==> src/design/qsr_pkg.sv <==
// Shared constants and types for the questionable status register sets
package qsr_pkg;

  // ----------------------------------------------------------------------
  // Widths and group indices
  // ----------------------------------------------------------------------
  localparam int QSR_W       = 15;
  localparam int QSR_DW      = 32;
  localparam int QSR_AW      = 8;
  localparam int QSR_NGRP    = 2;
  localparam int QSR_GI_FREQ = 0;
  localparam int QSR_GI_LIM  = 1;
  localparam int QSR_GRP_BIT = 5;

  // ----------------------------------------------------------------------
  // Register map (byte addresses)
  // ----------------------------------------------------------------------
  localparam logic [4:0] QSR_OFS_COND  = 5'h00;
  localparam logic [4:0] QSR_OFS_EVENT = 5'h04;
  localparam logic [4:0] QSR_OFS_ENAB  = 5'h08;
  localparam logic [4:0] QSR_OFS_PTR   = 5'h0C;
  localparam logic [4:0] QSR_OFS_NTR   = 5'h10;
  localparam logic [7:0] QSR_CTRL_OFS  = 8'h40;
  localparam logic [7:0] QSR_SUMM_OFS  = 8'h44;
  localparam int         QSR_PRESET_BIT = 0;

  // ----------------------------------------------------------------------
  // Write data bound keyword field
  // ----------------------------------------------------------------------
  localparam int         QSR_BND_LSB = 16;
  localparam int         QSR_BND_MSB = 17;
  localparam logic [1:0] QSR_BND_NUM = 2'h0;
  localparam logic [1:0] QSR_BND_MAX = 2'h1;
  localparam logic [1:0] QSR_BND_MIN = 2'h2;
  localparam logic [1:0] QSR_BND_RSV = 2'h3;

  // ----------------------------------------------------------------------
  // Values
  // ----------------------------------------------------------------------
  localparam logic [QSR_W-1:0] QSR_MAX         = 15'h7FFF;
  localparam logic [QSR_W-1:0] QSR_MIN         = 15'h0000;
  localparam logic [QSR_W-1:0] QSR_ENAB_PRESET = 15'h7FFF;
  localparam logic [QSR_W-1:0] QSR_PTR_PRESET  = 15'h7FFF;
  localparam logic [QSR_W-1:0] QSR_NTR_PRESET  = 15'h0000;
  localparam logic [QSR_W-1:0] QSR_ZERO        = 15'h0000;

  typedef enum logic [2:0] {
    QSR_R_COND,
    QSR_R_EVENT,
    QSR_R_ENAB,
    QSR_R_PTR,
    QSR_R_NTR,
    QSR_R_NONE
  } qsr_reg_t;

endpackage : qsr_pkg

==> src/design/qsr_grp_if.sv <==
// Connection between the bus front end and one register set
`timescale 1ns/100ps
interface qsr_grp_if;
  logic                        wr_en;
  qsr_pkg::qsr_reg_t           wr_sel;
  logic [qsr_pkg::QSR_W-1:0]   wr_data;
  logic [qsr_pkg::QSR_W-1:0]   rd_clr;
  logic                        preset;
  logic [qsr_pkg::QSR_W-1:0]   cond;
  logic [qsr_pkg::QSR_W-1:0]   evt_q;
  logic [qsr_pkg::QSR_W-1:0]   enab_q;
  logic [qsr_pkg::QSR_W-1:0]   ptr_q;
  logic [qsr_pkg::QSR_W-1:0]   ntr_q;
  logic                        summary_q;

  modport ctl (output wr_en, wr_sel, wr_data, rd_clr, preset, cond,
               input  evt_q, enab_q, ptr_q, ntr_q, summary_q);
  modport grp (input  wr_en, wr_sel, wr_data, rd_clr, preset, cond,
               output evt_q, enab_q, ptr_q, ntr_q, summary_q);
endinterface : qsr_grp_if

==> src/design/qsr_top.sv <==
// APB register front end for the frequency and limit-fail status register sets
//
// What this block does
// - Frequency event read returns the weighted sum of its set bits.
// - Frequency event register clears after being read.
// - Frequency falling filter takes 0..32767, stored bitwise; larger values refused.
// - Frequency rising filter takes 0..32767, stored bit by bit.
// - Filter and mask writes accept MAX and MIN keywords.
// - A written sum sets exactly the bits of its weights.
// - Limit condition read returns its bits and leaves them unchanged.
// - Limit enable mask written 0..32767 and read back.
// - Limit event read returns its bits and clears them.
// - Limit event bits stay zero after a read until new events.
// - Limit falling filter written 0..32767 and read back.
// - Limit rising filter written 0..32767 and read back.
// - Instrument preset leaves filters and masks untouched.
// - Status preset: enables and rising filters all ones, falling filters zero.
// - Frequency condition register readable as weighted sum.
//
// Design decisions made here: the APB interface to the registers and the placing of the registers.
`timescale 1ns/100ps
module qsr_top (
  input  wire logic                        pclk,
  input  wire logic                        presetn,
  input  wire logic [qsr_pkg::QSR_AW-1:0]  paddr,
  input  wire logic                        psel,
  input  wire logic                        penable,
  input  wire logic                        pwrite,
  input  wire logic [qsr_pkg::QSR_DW-1:0]  pwdata,
  output logic      [qsr_pkg::QSR_DW-1:0]  prdata,
  output logic                             pready,
  output logic                             pslverr,
  input  wire logic [qsr_pkg::QSR_W-1:0]   freq_cond,
  input  wire logic [qsr_pkg::QSR_W-1:0]   lim_cond,
  output logic                             freq_summary,
  output logic                             lim_summary
);
  localparam int W  = qsr_pkg::QSR_W;
  localparam int NG = qsr_pkg::QSR_NGRP;

  // ----------------------------------------------------------------------
  // Address decode
  // ----------------------------------------------------------------------
  function automatic qsr_pkg::qsr_reg_t qsr_dec_reg(input logic [qsr_pkg::QSR_AW-1:0] a);
    qsr_pkg::qsr_reg_t r;
    r = qsr_pkg::QSR_R_NONE;
    if (a < qsr_pkg::QSR_CTRL_OFS) begin
      case (a[4:0])
        qsr_pkg::QSR_OFS_COND:  r = qsr_pkg::QSR_R_COND;
        qsr_pkg::QSR_OFS_EVENT: r = qsr_pkg::QSR_R_EVENT;
        qsr_pkg::QSR_OFS_ENAB:  r = qsr_pkg::QSR_R_ENAB;
        qsr_pkg::QSR_OFS_PTR:   r = qsr_pkg::QSR_R_PTR;
        qsr_pkg::QSR_OFS_NTR:   r = qsr_pkg::QSR_R_NTR;
        default:                r = qsr_pkg::QSR_R_NONE;
      endcase
    end
    return r;
  endfunction : qsr_dec_reg

  qsr_grp_if gif [NG] ();

  logic [W-1:0]           cond_pin  [NG];
  logic [W-1:0]           cond_s1_q [NG];
  logic [W-1:0]           cond_s2_q [NG];
  logic [W-1:0]           cond_a    [NG];
  logic [W-1:0]           evt_a     [NG];
  logic [W-1:0]           enab_a    [NG];
  logic [W-1:0]           ptr_a     [NG];
  logic [W-1:0]           ntr_a     [NG];
  logic [NG-1:0]          summ_a;
  logic [qsr_pkg::QSR_DW-1:0] prdata_q;

  wire                    setup_w    = psel & ~penable;
  wire                    access_w   = psel & penable;
  wire                    grp_idx_w  = paddr[qsr_pkg::QSR_GRP_BIT];
  wire qsr_pkg::qsr_reg_t reg_w      = qsr_dec_reg(paddr);
  wire                    is_ctrl_w  = (paddr == qsr_pkg::QSR_CTRL_OFS);
  wire                    is_summ_w  = (paddr == qsr_pkg::QSR_SUMM_OFS);
  wire [1:0]              bound_w    = pwdata[qsr_pkg::QSR_BND_MSB:qsr_pkg::QSR_BND_LSB];
  wire                    is_filt_w  = (reg_w == qsr_pkg::QSR_R_ENAB) | (reg_w == qsr_pkg::QSR_R_PTR)
                                     | (reg_w == qsr_pkg::QSR_R_NTR);

  // ----------------------------------------------------------------------
  // Write value: number or bound keyword
  // ----------------------------------------------------------------------
  // Values above the 15-bit range are refused rather than truncated, so a
  // misbehaving controller cannot silently set the wrong bits
  wire [W-1:0] val_w = (bound_w == qsr_pkg::QSR_BND_MAX) ? qsr_pkg::QSR_MAX :
                       (bound_w == qsr_pkg::QSR_BND_MIN) ? qsr_pkg::QSR_MIN :
                       pwdata[W-1:0];
  wire range_bad_w = ((bound_w == qsr_pkg::QSR_BND_NUM) & pwdata[W])
                   | (bound_w == qsr_pkg::QSR_BND_RSV);

  wire wr_err_w = pwrite & ~is_ctrl_w & (~is_filt_w | range_bad_w);
  wire rd_err_w = ~pwrite & ~is_ctrl_w & ~is_summ_w & (reg_w == qsr_pkg::QSR_R_NONE);
  wire wr_ok_w  = access_w & pwrite & ~wr_err_w;
  wire preset_w = wr_ok_w & is_ctrl_w & pwdata[qsr_pkg::QSR_PRESET_BIT];
  wire rd_evt_w = access_w & ~pwrite & (reg_w == qsr_pkg::QSR_R_EVENT);

  assign pready  = 1'h1;
  assign pslverr = access_w & (wr_err_w | rd_err_w);
  assign prdata  = prdata_q;

  assign cond_pin[qsr_pkg::QSR_GI_FREQ] = freq_cond;
  assign cond_pin[qsr_pkg::QSR_GI_LIM]  = lim_cond;

  // ----------------------------------------------------------------------
  // Register sets
  // ----------------------------------------------------------------------
  for (genvar g = 0; g < NG; g++) begin : g_grp
    // Condition pins are asynchronous to pclk
    always_ff @(posedge pclk or negedge presetn) begin
      if (!presetn) begin
        cond_s1_q[g] <= qsr_pkg::QSR_ZERO;
        cond_s2_q[g] <= qsr_pkg::QSR_ZERO;
      end else begin
        cond_s1_q[g] <= cond_pin[g];
        cond_s2_q[g] <= cond_s1_q[g];
      end
    end

    assign gif[g].cond    = cond_s2_q[g];
    assign gif[g].wr_en   = wr_ok_w & is_filt_w & (grp_idx_w == g[0]);
    assign gif[g].wr_sel  = reg_w;
    assign gif[g].wr_data = val_w;
    assign gif[g].preset  = preset_w;
    // Clear only what was captured for the reader in the setup cycle
    assign gif[g].rd_clr  = (rd_evt_w & (grp_idx_w == g[0])) ? prdata_q[W-1:0]
                                                             : qsr_pkg::QSR_ZERO;

    assign cond_a[g] = gif[g].cond;
    assign evt_a[g]  = gif[g].evt_q;
    assign enab_a[g] = gif[g].enab_q;
    assign ptr_a[g]  = gif[g].ptr_q;
    assign ntr_a[g]  = gif[g].ntr_q;
    assign summ_a[g] = gif[g].summary_q;

    qsr_group u_grp (
      .pclk    (pclk),
      .presetn (presetn),
      .gi      (gif[g])
    );
  end

  assign freq_summary = summ_a[qsr_pkg::QSR_GI_FREQ];
  assign lim_summary  = summ_a[qsr_pkg::QSR_GI_LIM];

  // ----------------------------------------------------------------------
  // Read path
  // ----------------------------------------------------------------------
  // Captured in the setup cycle so read data comes from a flop with no wait state
  wire [W-1:0] sel_val_w = (reg_w == qsr_pkg::QSR_R_COND)  ? cond_a[grp_idx_w] :
                           (reg_w == qsr_pkg::QSR_R_EVENT) ? evt_a[grp_idx_w]  :
                           (reg_w == qsr_pkg::QSR_R_ENAB)  ? enab_a[grp_idx_w] :
                           (reg_w == qsr_pkg::QSR_R_PTR)   ? ptr_a[grp_idx_w]  :
                           (reg_w == qsr_pkg::QSR_R_NTR)   ? ntr_a[grp_idx_w]  :
                           qsr_pkg::QSR_ZERO;
  wire [qsr_pkg::QSR_DW-1:0] prdata_d =
    is_summ_w ? {{(qsr_pkg::QSR_DW-NG){1'h0}}, summ_a} :
                {{(qsr_pkg::QSR_DW-W){1'h0}}, sel_val_w};

  always_ff @(posedge pclk or negedge presetn) begin
    if (!presetn) begin
      prdata_q <= 32'h0000_0000;
    end else if (setup_w & ~pwrite) begin
      prdata_q <= prdata_d;
    end
  end
endmodule : qsr_top

==> src/design/qsr_group.sv <==
// One register set: transition filters, latched events, enable mask
`timescale 1ns/100ps
module qsr_group (
  input wire logic pclk,
  input wire logic presetn,
  qsr_grp_if.grp   gi
);
  localparam int W = qsr_pkg::QSR_W;

  logic [W-1:0] cond_prev_q;
  logic [W-1:0] set_w;
  logic [W-1:0] evt_d;

  // ----------------------------------------------------------------------
  // Transition detection
  // ----------------------------------------------------------------------
  assign set_w = (gi.cond & ~cond_prev_q & gi.ptr_q)
               | (~gi.cond & cond_prev_q & gi.ntr_q);
  // A bit that latches while being read survives the clear
  assign evt_d = (gi.evt_q & ~gi.rd_clr) | set_w;

  always_ff @(posedge pclk or negedge presetn) begin
    if (!presetn) begin
      cond_prev_q  <= qsr_pkg::QSR_ZERO;
      gi.evt_q     <= qsr_pkg::QSR_ZERO;
      gi.summary_q <= 1'h0;
    end else begin
      cond_prev_q  <= gi.cond;
      gi.evt_q     <= evt_d;
      gi.summary_q <= |(gi.evt_q & gi.enab_q);
    end
  end

  // ----------------------------------------------------------------------
  // Filters and mask; only status preset or a write changes them
  // ----------------------------------------------------------------------
  always_ff @(posedge pclk or negedge presetn) begin
    if (!presetn) begin
      gi.enab_q <= qsr_pkg::QSR_ENAB_PRESET;
      gi.ptr_q  <= qsr_pkg::QSR_PTR_PRESET;
      gi.ntr_q  <= qsr_pkg::QSR_NTR_PRESET;
    end else if (gi.preset) begin
      gi.enab_q <= qsr_pkg::QSR_ENAB_PRESET;
      gi.ptr_q  <= qsr_pkg::QSR_PTR_PRESET;
      gi.ntr_q  <= qsr_pkg::QSR_NTR_PRESET;
    end else if (gi.wr_en) begin
      case (gi.wr_sel)
        qsr_pkg::QSR_R_ENAB: begin
          gi.enab_q <= gi.wr_data;
        end
        qsr_pkg::QSR_R_PTR: begin
          gi.ptr_q <= gi.wr_data;
        end
        qsr_pkg::QSR_R_NTR: begin
          gi.ntr_q <= gi.wr_data;
        end
        default: begin
        end
      endcase
    end
  end
endmodule : qsr_group

==> config.mk <==
export PLATFORM = sky130hd
export DESIGN_NAME = qsr_top
export DESIGN_NICKNAME = d
export VERILOG_FILES = /design/src/design/qsr_pkg.sv /design/src/design/qsr_grp_if.sv /design/src/design/qsr_top.sv /design/src/design/qsr_group.sv
export SDC_FILE = /design/constraint.sdc
export NUM_CORES = 1
export LEC_CHECK = 0
export ABC_AREA = 1
export ABC_CLOCK_PERIOD_IN_PS = 4100
export BUFFER_PORTS_ARGS = -buffer_cell sky130_fd_sc_hd__buf_4
export CAP_MARGIN = 40
export CORE_MARGIN = 2
export CORE_UTILIZATION = 45
export CTS_CLUSTER_DIAMETER = 150
export DETAILED_ROUTE_END_ITERATION = 8
export PLACE_DENSITY = 0.64
export SLEW_MARGIN = 20
export SYNTH_ARGS = -nofsm -noshare
export SYNTH_HDL_FRONTEND = slang
export SYNTH_SLANG_ARGS = --single-unit
==> constraint.sdc <==
create_clock -name pclk -period 4.1 [get_ports pclk]
set_clock_uncertainty 0.1 [all_clocks]
set_input_delay 1.23 -clock pclk [delete_from_list [all_inputs] [get_ports pclk]]
set_output_delay 1.23 -clock pclk [all_outputs]
set_load 0.02 [all_outputs]
## Word level (Yosys, flattened, before mapping)

Cells that the tools add are included.

- Register bits after elaboration: 244
- Latch bits: 0
- Memory bits (writable): 0
- Bits in read-only memories: 0
- Input bits: 75
- Output and inout bits: 36
- Logic and storage cells: 147
- Memories kept: 0

- Add/subtract/negate cells: 0
- $mul: 0
- Div/mod/pow operators: 0
- Order comparisons: 2
- Equality and inequality tests: 14
- Shifts and indexed selects: 0
- Muxes and demuxes: 42
- Bitwise gates (word level): 56
- Reductions and logical operators: 16

Operators by type and width:

| cell | number |
|---|---|
| $mux W15 | 40 |
| $and A15 B15 Y15 | 12 |
| $not A15 Y15 | 6 |
| $or A15 B15 Y15 | 4 |
| $reduce_or A15 Y1 | 2 |
| $and A1 B1 Y1 | 21 |
| $eq A8 B7 Y1 const B | 2 |
| $pmux W3 S5 | 1 |
| $reduce_and A2 Y1 | 6 |
| $eq A5 B4 Y1 const B | 2 |
| $reduce_bool A2 Y1 | 5 |
| $lt A8 B7 Y1 const B | 1 |
| $not A1 Y1 | 7 |
| $eq A3 B2 Y1 const B | 2 |
| $eq A3 B3 Y1 const B | 2 |
| $eq A5 B3 Y1 const B | 1 |
| $eq A5 B5 Y1 const B | 1 |
| $logic_not A5 Y1 | 1 |
| $or A1 B1 Y1 | 5 |
| $eq A2 B2 Y1 const B | 2 |
| $eq A3 B1 Y1 const B | 1 |
| $logic_not A3 Y1 | 1 |
| $mux W3 | 1 |
| $eq A2 B1 Y1 const B | 1 |
| 3 further kinds | 3 |

## Depth between registers and ports, before layout

- Depth after elaboration: 15
- Gate-level depth with buffers: 13
- Depth with buffers taken out: 12

## Cells and area by module

A second synthesis with hierarchy kept.

- Cells, all modules: 1349
- Area, all modules: 10918.0 sq um

Modules (own cells, without submodules):

| module | instances | cells an instance | area each (sq um) | sequential area each (sq um) |
|---|---|---|---|---|
| qsr_group | 2 | 378 | 3301.9 | 1939.4 |
| qsr_top | 1 | 593 | 4314.1 | 1876.8 |

## Least setup slack after synthesis

OpenSTA, ideal clock, no wires.

- Kind: input to output
- Start: in paddr[3] (netlist bit)
- End: out pslverr
- Arrival time: 2.365 ns
- Data required time: 2.770 ns
- Slack: 0.405 ns
- Cell stages on the path: 6
- Path buffers: 2
- Cells stage by stage: buf_4 -> clkinv_1 -> clkbuf_1 -> a21oi_1 -> nand3b_1 -> a21oi_1

- Longest elaborated chain between the ends: 11
- Elaborated cells on any way between the ends: 27
- Those cells by class: 1 x order compare; 10 x eq/ne; 2 x mux; 13 x bitwise; 1 x reduce/logical

Ends and longest elaborated chain:

| item | line | RTL |
|---|---|---|
| start, declared | qsr_top.sv:25 | `input wire logic [qsr_pkg::QSR_AW-1:0] paddr,` |
| parallel branches: the longest is 9 deep, another holds $lt A8 B7 Y1 | -- |  |
| $or A1 B1 Y1 * | qsr_top.sv:101 | `assign pslverr = access_w & (wr_err_w \| rd_err_w);` |
| $and A1 B1 Y1 * | qsr_top.sv:101 |  |
| end, declared | qsr_top.sv:32 | `output logic pslverr,` |

Every way passes the cells marked *.

## Worst setup path in the final report

- Start: in paddr[4] (netlist bit)
- End: out pslverr

Same word-level chain as after synthesis.

==> impl_metrics.env <==
export IMPL_reg2reg_slack_ns=2.60
export IMPL_clk_pin_slew_ns=0.06
export IMPL_synth_top_cell_area_share=0.397
export IMPL_crit_start="paddr[4]"
export IMPL_synth_top_flop_cell="dfrtp_1"
export IMPL_drtIter0Drc=850
export IMPL_cts_tree="yes"
export IMPL_ctsHoldBuffers=0
export IMPL_rows=55
export IMPL_io_pins=111
export IMPL_finalInstanceArea_um2=12300
export IMPL_period_needed_ns=3.88
export IMPL_fin_util=0.539
export IMPL_fillers=2060
export IMPL_dieWidth_um=157
export IMPL_slowest_delay_ns=0.38
export IMPL_synthTopCellsByArea="dfrtp_1 40%, dfstp_2 15%, nand2_1 14%"
export IMPL_yosys_area_top_type="dfrtp_1"
export IMPL_clock_sinks=227
export IMPL_vias_per_cell=5.40
export IMPL_clock_fmax_ghz=0.258
export IMPL_slew_headroom=0.478
export IMPL_portBuffers=78
export IMPL_grt_pass1_wl_um=46800
export IMPL_yosysMostFrequentCell="nand2_1"
export IMPL_syn_area_um2=10500
export IMPL_cts_buffers_inserted=25
export IMPL_cts_max_path_buffers=3
export IMPL_core_um2=22800
export IMPL_worstPathMaxFanout=12
export IMPL_slew_viol_final=0
export IMPL_cp_endpoint="pslverr"
export IMPL_grtUsageTotal=0.248
export IMPL_synth_edff_count=0
export IMPL_cp_data_arrival_time_ns=2.55
export IMPL_critPathLaunchType="input port"
export IMPL_status="complete, no violations"
export IMPL_vias=8753
export IMPL_worst_pin_slew_ns=0.780
export IMPL_period_share=0.947
export IMPL_start_util=0.462
export IMPL_dp_hpwl_um=19800
export IMPL_rr_endpoint="g_grp[1].u_grp.gi.summary_q"
export IMPL_worstPathCellList="buf_4, nor2_1, nand3_1, nor3_1, a21oi_1, nand3b_1, a21oi_1, buf_4"
export IMPL_min_path_type="reg2reg"
export IMPL_synth_avg_cell_area_um2=8.67
export IMPL_setup_tns_final_ns=0
export IMPL_ys_async_sr_fraction=1.00
export IMPL_clk_latency_ns=0.52
export IMPL_synth_seq_cells=227
export IMPL_power_leakage_nw=5.85
export IMPL_antenna_found_initial=0
export IMPL_wl_per_cell_um=18.5
export IMPL_slowest_stage="nor3_1"
export IMPL_place_area_um2=11400
export IMPL_cts_max_level=1
export IMPL_rsz0062_at_grt="no"
export IMPL_postCtsSetupBuffers=0
export IMPL_gp_congestion=0.896
export IMPL_diodes=0
export IMPL_vdd_ir_drop_max_mv=0.385
export IMPL_drtPass1Iterations=6
export IMPL_ys_types=39
export IMPL_nets=1365
export IMPL_worstPathRequired_ns=2.77
export IMPL_gr_total_overflow=0
export IMPL_ctsResizeCount=0
export IMPL_synthCells=1215
export IMPL_ys_seq_area_frac=0.547
export IMPL_grt_pass1_vias=8246
export IMPL_dieArea_um2=24600
export IMPL_fin_total_pwr_mw=5.00
export IMPL_path_class="in2out"
export IMPL_synth_common_cells="379 x nand2_1, 167 x dfrtp_1, 157 x nand3_1"
export IMPL_area_growth_pct=16.6
export IMPL_rr_startpoint="g_grp[1].u_grp.gi.evt_q[10]"
export IMPL_drive_gt1_frac=0.183
export IMPL_drc_errors=0
export IMPL_grt_max_degree=97
export IMPL_hp_start="cond_s1_q[18]"
export IMPL_hold_viol=0
export IMPL_maxCapViolCount=0
export IMPL_wl_um=30000
export IMPL_report_final_setup_viol=0
export IMPL_yosysWarningCount=0
export IMPL_ant_nets=0
export IMPL_worstSetupEndpointType="output port"
export IMPL_reg2reg_depth=3
export IMPL_cellPowerDensity_nw_per_um2=407
export IMPL_die_h_um=157
export IMPL_root_buffer="clkbuf_16"
[sequential cells by signal (all words and copies together), names as in the netlist]
signal and cells:
cond_s1_q 30, g_grp.u_grp.cond_prev_q 30, g_grp.u_grp.gi.enab_q 30, g_grp.u_grp.gi.evt_q 30, g_grp.u_grp.gi.ntr_q 30, g_grp.u_grp.gi.ptr_q 30
gif.cond 30, prdata 15, g_grp.u_grp.gi.summary_q 2
[cells by family after synthesis]
logic type      share of synthesized area
compound gates                      0.103
buf+inv                            0.0838
flops                               0.547
other cells                      0.000713
simple gates                        0.265
[worst max-delay path: cells and delay by family]
family                 cells  cell delay (ns)
buffers and inverters      2             0.35
AO/OA/AOI/OAI              2             0.23
AND/OR/NAND/NOR            4             0.73
[placed cells by master, fill, tap and decap left out, drive strengths merged]
cell type / Yosys / routed
o221ai: 2 / 2
nor2: 36 / 36
nand2: 394 / 394
conb: 2 / 18
dfstp: 60 / 60
bufinv: 0 / 4
clkinvlp: 0 / 1
clkinv: 2 / 7
nand3: 157 / 157
a21oi: 34 / 34
dfrtp: 167 / 167
and3: 1 / 1
or2: 2 / 2
or4: 1 / 1
nand4: 24 / 24
buf: 55 / 110
o22ai: 3 / 3
o211ai: 32 / 32
nor3: 5 / 5
clkbuf: 23 / 35
nand3b: 1 / 1
o21a: 10 / 10
a22o: 6 / 6
a32o: 3 / 3
o21ai: 94 / 94
inv: 101 / 102
[worst min-delay path by stage]
stage                                  to  slack [ns]  cells after the start
after floorplan            gif[0].cond[0]        0.23                      0
after global placement     gif[0].cond[3]        0.23                      0
after detailed placement  gif[0].cond[14]        0.23                      0
after CTS                 gif[0].cond[14]        0.25                      0
after global routing       gif[0].cond[1]        0.25                      0
final                      gif[0].cond[3]        0.25                      0
[area by class of cell]
type	count	area (um2)	area share
clock buffer	35	703	0.0573
clock inverter	11	161	0.0131
inverter	103	387	0.0315
multi-input combinational	823	3970	0.323
sequential	227	5760	0.469
tap	313	392	0.0319
timing repair buffer	110	911	0.0742
[layer usage]
layer	wire length (um)	GRT usage
met5	0	0
met2	13600	0.383
met1	12900	0.361
met3	2660	0.0430
met4	815	0.0743
[per-stage QoR]
step | hold WS [ns] | setup WS, ns | cells
floorplan | 0.231 | 0.405 | 1231
global placement | 0.232 | 0.268 | 1573
detailed placement | 0.235 | 0.263 | 1574
CTS | 0.248 | 0.261 | 1620
global route | 0.251 | 0.160 | 1622
finish | 0.245 | 0.218 | 1622
[power by group]
| part | switching, mW | internal, mW | leakage, nW |
|---|---|---|---|
| logic | 0.235 | 0.107 | 2.84 |
| registers | 0.0297 | 2.29 | 2.59 |
| clock network | 0.888 | 1.45 | 0.425 |
| total | 1.15 | 3.85 | 5.85 |
No activity file was read; power rests on OpenSTA's default activity.
